<file path="config.mk">
export PLATFORM = sky130hd
export DESIGN_NAME = ief_irq_error
export DESIGN_NICKNAME = d
export VERILOG_FILES = /design/src/rtl/ief_pkg.sv /design/src/rtl/ief_irq_error.sv
export VERILOG_INCLUDE_DIRS = /design/src /design/src/rtl
export SDC_FILE = /design/constraint.sdc
export NUM_CORES = 1
export LEC_CHECK = 0
export BUFFER_PORTS_ARGS = -buffer_cell sky130_fd_sc_hd__buf_2
export CORE_AREA = 2 2 79 89
export CTS_BUF_LIST = sky130_fd_sc_hd__clkbuf_4
export CTS_CLUSTER_SIZE = 10
export DETAILED_ROUTE_END_ITERATION = 12
export DIE_AREA = 0 0 81 91
export PLACE_DENSITY = 0.7
export SYNTH_ARGS = -nofsm -noshare
export SYNTH_HDL_FRONTEND = slang
export SYNTH_SLANG_ARGS = --single-unit
</file>
<file path="constraint.sdc">
create_clock -name sys_clk -period 3.15 [get_ports sys_clk]
set_input_delay 0.4725 -clock sys_clk [delete_from_list [all_inputs] [get_ports sys_clk]]
set_output_delay 0.4725 -clock sys_clk [all_outputs]
set_load 0.005 [all_outputs]
</file>
<file path="src/rtl/ief_defines.svh">
// Constants for the interrupt enable and error flag block.
// Assumes inclusion by bare name from the rtl folder.
`ifndef IEF_DEFINES_SVH
`define IEF_DEFINES_SVH
`define IEF_ADDR_W          8
`define IEF_ADDR_IRQ_EN     8'h09
`define IEF_ADDR_ERROR      8'h0A
`define IEF_ADDR_CTRL       8'h0E
`define IEF_IRQ_EN_RST      8'h00
`define IEF_CTRL_RST        8'h00
`define IEF_BIT_PUSH_PULL   7
`define IEF_BIT_PIN_GATE    6
`define IEF_BIT_CARD_EN     5
`define IEF_BIT_EE          7
`define IEF_BIT_WR_MISUSE   6
`define IEF_BIT_OVERFLOW    5
`define IEF_BIT_SHORT       4
`define IEF_BIT_EMPTY       3
`define IEF_BIT_COLL        2
`define IEF_BIT_PROT        1
`define IEF_BIT_INTEG       0
`define IEF_CTRL_INVERT     0
`define IEF_CTRL_COLL_INTEG 1
`define IEF_CTRL_MULTI      2
`define IEF_CTRL_SUPPRESS   3
`define IEF_MIN_BITS        4
`define IEF_MIN_BYTES       3
`endif

</file>
<file path="src/rtl/ief_pkg.sv">
// Types for the interrupt enable and error flag block.
// Assumes the receive state codes match the host-visible state field.
package ief_pkg;
   typedef enum logic [2:0]
   {
      IEF_CS_IDLE    = 3'h0,
      IEF_CS_TXWAIT  = 3'h1,
      IEF_CS_TX      = 3'h3,
      IEF_CS_RECEIVE_WAIT_STATE  = 3'h5,
      IEF_CS_WAITDAT = 3'h6,
      IEF_CS_RX      = 3'h7
   } ief_com_state_t;
endpackage : ief_pkg

</file>
<file path="src/rtl/ief_irq_error.sv">
// Interrupt enable gating, interrupt pin drive and contactless error flags.
// Assumes all event inputs are one-cycle pulses from logic on sys_clk.
`include "ief_defines.svh"
module ief_irq_error
   import ief_pkg::*;
#(
   parameter int NUM_TIMERS = 5
)
(
   input  wire logic                   sys_clk,
   input  wire logic                   rst,
   input  wire logic [`IEF_ADDR_W-1:0] reg_addr,
   input  wire logic [7:0]             reg_wdata,
   input  wire logic                   reg_wr,
   input  wire logic                   reg_rd,
   output logic      [7:0]             reg_rdata,
   input  wire logic [NUM_TIMERS-1:0]  timer_underflow_request,
   input  wire logic                   card_detect_request,
   input  wire logic [2:0]             com_state,
   input  wire logic                   crc_may_send,
   input  wire logic                   auth_active,
   input  wire logic                   cmd_start,
   input  wire logic                   receive_start,
   input  wire logic                   transceive_cmd,
   input  wire logic                   errors_appended,
   input  wire logic                   eeprom_cmd_done,
   input  wire logic                   eeprom_cmd_fail,
   input  wire logic                   fifo_wr,
   input  wire logic                   fifo_full,
   input  wire logic                   send_needed,
   input  wire logic                   fifo_empty,
   input  wire logic                   frame_end,
   input  wire logic                   sof_valid,
   input  wire logic [15:0]            frame_bits,
   input  wire logic                   collision,
   input  wire logic                   collision_in_eof,
   input  wire logic [6:0]             collision_pos,
   input  wire logic                   stop_bit_bad,
   input  wire logic                   sof_eof_bad,
   input  wire logic                   byte_count_bad,
   input  wire logic                   byte_ready,
   input  wire logic                   parity_bad,
   input  wire logic                   crc_bad,
   output logic                        fifo_wr_accept,
   output logic                        rx_byte_store,
   output logic                        rx_stop,
   output logic                        frame_drop,
   output logic                        receive_done_request,
   output logic                        error_request_flag,
   output logic                        combined_interrupt_flag,
   output logic [7:0]                  collision_position_register,
   output logic                        irq_pin_out,
   output logic                        irq_pin_oe
);
   // Enable register holds exactly five timer gates below bit 5
   if (NUM_TIMERS != 5)
   begin : g_bad_timers
      $error("NUM_TIMERS must be 5 to fit the enable register");
   end

   logic [7:0] irq_en_reg, irq_en_next;
   logic [7:0] ctrl_reg, ctrl_next;
   logic [7:0] err_reg, err_next;
   logic [7:0] rdata_reg, rdata_next;
   logic [7:0] coll_pos_reg, coll_pos_next;
   logic       comb_reg, comb_next;
   logic       erq_reg, erq_next;
   logic       pin_reg, pin_next, oe_reg, oe_next;
   logic       acc_reg, acc_next, store_reg, store_next;
   logic       stop_reg, stop_next, drop_reg, drop_next;
   logic       rxdone_reg, rxdone_next;
   logic       busy_wr, short_frame, rx_clear, coll_hit, prot_hit;
   logic       integ_hit, active;

   // Event decoding from the surrounding receive and FIFO logic
   always_comb
   begin
      busy_wr = fifo_wr && (crc_may_send || auth_active
                || com_state == IEF_CS_RECEIVE_WAIT_STATE
                || com_state == IEF_CS_WAITDAT
                || com_state == IEF_CS_RX);
      short_frame = frame_end && sof_valid &&
         ((frame_bits < 16'(`IEF_MIN_BITS)) ||
          (ctrl_reg[`IEF_CTRL_SUPPRESS] &&
           frame_bits < 16'(`IEF_MIN_BYTES * 8)));
      rx_clear = (receive_start && !transceive_cmd) ||
         (transceive_cmd && com_state == IEF_CS_WAITDAT);
      coll_hit = collision && !collision_in_eof;
      prot_hit = stop_bit_bad || sof_eof_bad || byte_count_bad;
      integ_hit = parity_bad || crc_bad ||
         (coll_hit && ctrl_reg[`IEF_CTRL_COLL_INTEG]);
   end

   // Register writes; error register is not writable
   always_comb
   begin
      irq_en_next = irq_en_reg;
      ctrl_next = ctrl_reg;
      if (reg_wr && reg_addr == `IEF_ADDR_IRQ_EN)
         irq_en_next = reg_wdata;
      if (reg_wr && reg_addr == `IEF_ADDR_CTRL)
         ctrl_next = reg_wdata;
      // A write to the error address falls through here
   end

   // Error flags: set wins over clear
   always_comb
   begin
      err_next = err_reg;
      coll_pos_next = coll_pos_reg;
      if (cmd_start && !ctrl_reg[`IEF_CTRL_MULTI])
         err_next[`IEF_BIT_WR_MISUSE] = 1'b0;
      if (errors_appended && ctrl_reg[`IEF_CTRL_MULTI])
         err_next[`IEF_BIT_WR_MISUSE] = 1'b0;
      if (rx_clear)
      begin
         err_next[`IEF_BIT_SHORT] = 1'b0;
         err_next[`IEF_BIT_COLL]  = 1'b0;
         err_next[`IEF_BIT_PROT]  = 1'b0;
         err_next[`IEF_BIT_INTEG] = 1'b0;
      end
      if (eeprom_cmd_done)
         err_next[`IEF_BIT_EE] = eeprom_cmd_fail;
      if (busy_wr)
         err_next[`IEF_BIT_WR_MISUSE] = 1'b1;
      if (fifo_wr && fifo_full)
         err_next[`IEF_BIT_OVERFLOW] = 1'b1;
      if (short_frame)
         err_next[`IEF_BIT_SHORT] = 1'b1;
      if (send_needed && fifo_empty)
         err_next[`IEF_BIT_EMPTY] = 1'b1;
      if (coll_hit)
      begin
         err_next[`IEF_BIT_COLL] = 1'b1;
         if (!err_reg[`IEF_BIT_COLL])
            coll_pos_next = {1'b1, collision_pos};
      end
      if (prot_hit)
         err_next[`IEF_BIT_PROT] = 1'b1;
      if (integ_hit)
         err_next[`IEF_BIT_INTEG] = 1'b1;
   end

   // Data path strobes and receive completion
   always_comb
   begin
      acc_next = fifo_wr && !fifo_full &&
         !err_reg[`IEF_BIT_OVERFLOW];
      store_next = byte_ready && !prot_hit;
      stop_next = prot_hit;
      drop_next = short_frame;
      rxdone_next = frame_end && !short_frame;
   end

   // Interrupt combination and pin drive
   always_comb
   begin
      erq_next = err_reg[`IEF_BIT_WR_MISUSE] |
         err_reg[`IEF_BIT_OVERFLOW] | err_reg[`IEF_BIT_PROT] |
         err_reg[`IEF_BIT_EMPTY] | err_reg[`IEF_BIT_INTEG];
      comb_next = |(timer_underflow_request &
         irq_en_reg[NUM_TIMERS-1:0]) ||
         (card_detect_request && irq_en_reg[`IEF_BIT_CARD_EN]);
      active = comb_next && irq_en_reg[`IEF_BIT_PIN_GATE];
      pin_next = active ^ ctrl_reg[`IEF_CTRL_INVERT];
      oe_next = irq_en_reg[`IEF_BIT_PUSH_PULL] || !pin_next;
   end

   // Read mux with one-cycle latency
   always_comb
   begin
      rdata_next = 8'h00;
      if (reg_rd)
      begin
         unique case (reg_addr)
            `IEF_ADDR_IRQ_EN: rdata_next = irq_en_reg;
            `IEF_ADDR_ERROR:  rdata_next = err_reg;
            `IEF_ADDR_CTRL:   rdata_next = ctrl_reg;
            default:          rdata_next = 8'h00;
         endcase
      end
   end

   // State registers
   always_ff @(posedge sys_clk)
   begin
      if (rst)
      begin
         irq_en_reg <= `IEF_IRQ_EN_RST;
         ctrl_reg <= `IEF_CTRL_RST;
         err_reg <= 8'h00;
         coll_pos_reg <= 8'h00;
         rdata_reg <= 8'h00;
         comb_reg <= 1'b0;
         erq_reg <= 1'b0;
         pin_reg <= 1'b0;
         oe_reg <= 1'b0;
         acc_reg <= 1'b0;
         store_reg <= 1'b0;
         stop_reg <= 1'b0;
         drop_reg <= 1'b0;
         rxdone_reg <= 1'b0;
      end
      else
      begin
         irq_en_reg <= irq_en_next;
         ctrl_reg <= ctrl_next;
         err_reg <= err_next;
         coll_pos_reg <= coll_pos_next;
         rdata_reg <= rdata_next;
         comb_reg <= comb_next;
         erq_reg <= erq_next;
         pin_reg <= pin_next;
         oe_reg <= oe_next;
         acc_reg <= acc_next;
         store_reg <= store_next;
         stop_reg <= stop_next;
         drop_reg <= drop_next;
         rxdone_reg <= rxdone_next;
      end
   end

   assign reg_rdata = rdata_reg;
   assign combined_interrupt_flag = comb_reg;
   assign error_request_flag = erq_reg;
   assign collision_position_register = coll_pos_reg;
   assign irq_pin_out = pin_reg;
   assign irq_pin_oe = oe_reg;
   assign fifo_wr_accept = acc_reg;
   assign rx_byte_store = store_reg;
   assign rx_stop = stop_reg;
   assign frame_drop = drop_reg;
   assign receive_done_request = rxdone_reg;
endmodule : ief_irq_error

</file>
# Word level (Yosys, flattened, before mapping)
# Index checks and enable logic that the tools add are counted.
[op_classes]
order_cmp = 2
eq_ne = 6
mux = 10
n_bitwise = 8
reduce_logical = 48
[op_table]
columns = ["op", "count"]
rows = [
  ["8-bit by 4-bit equality test with 1-bit output (second input constant)", 3],
  ["8-bit one-hot mux with 3 select lines", 1],
  ["1-bit logical AND", 20],
  ["16-bit by 3-bit less-than comparator with 1-bit output (second input constant)", 1],
  ["16-bit by 5-bit less-than comparator with 1-bit output (second input constant)", 1],
  ["1-bit logical OR", 12],
  ["3-bit equality test (second input constant)", 3],
  ["1-bit zero test", 8],
  ["1-bit two-way mux", 8],
  ["2-bit nonzero test", 4],
  ["5-bit AND", 1],
  ["5-bit OR reduction", 1],
  ["1-bit bitwise OR", 4],
  ["3-bit two-way mux", 1],
  ["3-bit nonzero test", 1],
  ["1-bit NOT", 2],
  ["2-bit AND reduction", 1],
  ["2-bit OR reduction", 1],
  ["1-bit bitwise XOR", 1],
]
[totals]
register_bits = 49
in_bits = 74
out_inout_bits = 25
wordCells = 95

# Depth between registers and ports, before layout
[logic_depth]
ltp_word = 7
ltp_mapped = 5
ltp_nobuf = 3

# Least setup slack after synthesis
# OpenSTA, ideal clock, no wires.
[synth_timing]
kind = "input to register"
from = "input reg_addr[2]"
to = "register irq_en_reg[0]"
setup_time_ns = 0.072
arrival_time_ns = 1.382
required_time_ns = 3.078
path_slack_ns = 1.696
path_stages = 4
path_buffers = 1
path_cell_list = "nor4b_4 and3_1 buf_6 mux2i_1"
[synth_between]
elab_chain_len = 2
[synth_lines]
columns = ["element", "line", "source"]
rows = [
  ["start, declared", "ief_irq_error.sv:12", "input wire logic [`IEF_ADDR_W-1:0] reg_addr,"],
  ["8-bit by 4-bit equality test with 1-bit output", "-", ""],
  ["1-bit logical AND (no line)", "-", ""],
  ["end signal, assigned", "ief_irq_error.sv:189", "irq_en_reg <= `IEF_IRQ_EN_RST;"],
  ["end signal, assigned", "ief_irq_error.sv:206", "irq_en_reg <= irq_en_next;"],
  ["end, declared", "ief_irq_error.sv:61", "logic [7:0] irq_en_reg, irq_en_next;"],
]
# No other way between the ends.
# A chain may end at the register's enable or synchronous reset.

==> key figures <==
Status
  – Status: complete, no violations

Timing
  – RSZ-0062 raised after global routing: false
  – # setup viols final: 0
  – Worst-Margin Slew: 784 ps
  – Fin. max-slew vios: 0
  – Final Hold Fails: 0
  – Final Cycle Share: 51.5%
  – Max Clock Skew: 7.72 ps
  – Worst slew margin: 47.7%
  – Setup TNS: 0 ps
  – FMAX: 616 MHz
  – Final worst slack: 1530 ps
  – Tmin final: 1620 ps
  – WHS: 298 ps

Route
  – Final WL: 5590 um
  – Drc violations: 0
  – Via density: 5.11
  – Vias after detailed routing: 2081
  – Drt initial violations: 125
  – Pre-Repair DR Iteration Count: 4
  – Drt wl/cell: 13.7 um
  – Antenna-violating nets left: 0

Logic synthesis
  – Synth Flop Type: dfxtp_1
  – Synth Cell Area: 2220 um2
  – Sequential fraction of the synthesis area: 44.2%
  – Syn. warnings: 0
  – Count of flip-flops with a built-in enable after synthesis: 0
  – Synth cell types: 47
  – Post-synth ARST share: 0%
  – #FFs+latches synth: 49
  – Syn Nets: 306
  – Synth Instances: 232
  – Syn Area/Cell: 9.57 um2

Clock network
  – Root buffer cell: clkbuf_4
  – Clk_lat worst skew: 340 ps
  – Clk buf depth: 2
  – TritonCTS clock tree: yes
  – Post_cts resized: 0
  – H-tree levels: 2
  – TritonCTS buffer count: 5
  – Post-CTS Setup Inserts: 0
  – CTS Hold Buffers Added: 0
  – Clock-pin slew on the worst setup and hold paths: 130 ps
  – Clock sinks: 49

Floorplanning
  – Core area: 6440 um2
  – Die height: 91 um
  – Total die area: 7370 um2
  – Row Count: 31
  – Die W: 81 um
  – Initial core utilization: 34.5%
  – I/O Pins: 99

Global route
  – Global-route usage over all layers: 15.5%
  – Grt total ovfl: 0
  – Largest net degree at the start of global routing: 30
  – Global-route wire length before repair: 8960 um
  – Antenna violations before repair: 0
  – Vias in the first global route: 1944

Power
  – PwrDens: 401 nW/um2
  – Max IR drop VDD: 0.000220 V
  – Leak pwr: 1.33 nW

Finish
  – Share of layout cells above drive strength 1: 34.8%
  – Commonest non-fill, non-tap cell in the layout: buf_2
  – Design Area, Final: 2840 um2
  – Final nets: 398
  – N_diodes: 0
  – Layout Area Growth over Synthesis: 27.7%
  – Core Util, Final: 44.1%
  – Most frequent cells in the layout: 96 x buf_2, 49 x dfxtp_1, 27 x nand2_1

Worst hold path
  – Worst min path class: in -> reg

Worst setup path
  – Req. time, crit path: 3390 ps
  – Critical path class: in -> reg
  – Critical Path AT: 1860 ps
  – Worst setup SP type: input port
  – CP max stage delay: 640 ps
  – Slowest-stage cell, CP: inv_1
  – WP buf/inv: 2
  – Maximum fanout along the worst path: 29
  – Critical Path Sink Type: register
  – Critical path's top delay family: buffers and inverters
  – Critical-path cell list: buf_2 -> inv_1 -> nand2_1 -> o311ai_0

Placed design
  – Dpl ws: 1110 ps
  – Placed Area: 2760 um2
  – Port Buf Inserts: 96
  – Detailed Place HPWL: 4300 um
  – GPL Wtd Cong: 0.895

Job
  – Max cap viols: 0
-- stage by stage --
stage	cells	power (mW)
6_report	407	1.14
5_1_grt	407	1.20
4_1_cts	407	1.15
3_5_place_dp	399	0.792
3_3_place_gp	399	0.788
2_1_floorplan	232	0.718
-- layout make-up --
type                            instances  area [um2]
Inverter                                3        11.3
Sequential cell                        49         981
Multi-Input combinational cell        168        1170
Clock inverter                          2        33.8
Timing Repair Buffer                   97         488
Fill cell                             660        3600
Tap cell                               82         103
Clock buffer                            6        45.0
-- layer usage --
layer  global-route usage, %  part of all wire [%]
met1                    18.9                    41
met2                    26.3                    50
met3                    3.78                   7.9
met4                    4.66                  0.75
met5                       0                     0
-- path summary, 6_finish.rpt --
kind / startpoint / endpoint / slack [ps] / depth (start not counted)
worst max-delay path: rst / irq_pin_out / 1530 / 4
worst min-delay path: fifo_full / fifo_wr_accept / 300 / 2
worst max register to register: irq_en_reg[6] / irq_pin_oe / 1920 / 3
worst min register to register: ctrl_reg[6] / ctrl_reg[6] / 480 / 2
-- cell usage after synthesis, drive strengths merged, types with 3 or more instances --
cell type  instances  area share (%)
dfxtp             49              44
a22oi              3             1.0
nand2             27             4.6
buf                3            0.90
clkbuf             9             1.5
a22o               3             1.2
mux2i             25              11
nor3               6             1.4
nor2b              3            0.85
o211ai             8             2.7
inv                3            0.51
nor3b              3             1.0
nor4b              4             2.9
a21oi             13             2.9
nand4              9             2.8
nor2              18             3.2
and3b             16             6.4
-- cells by family after synthesis --
| logic type | count (synthesis) | share of synthesized area [%] |
|---|---|---|
| AOI/OAI and AO/OA | 43 | 14.0 |
| buffers and inverters | 15 | 2.93 |
| DFF | 49 | 44.2 |
| muxes | 25 | 11.3 |
| and+or+nand+nor | 100 | 27.6 |
-- report_power, final --
| part | switching, mW | leakage (nW) | internal, mW |
|---|---|---|---|
| clock network | 0.186 | 0.0433 | 0.174 |
| registers | 0.0101 | 0.399 | 0.636 |
| logic | 0.0653 | 0.883 | 0.0657 |
| total | 0.261 | 1.33 | 0.876 |
(Power assumes the default switching activity.)
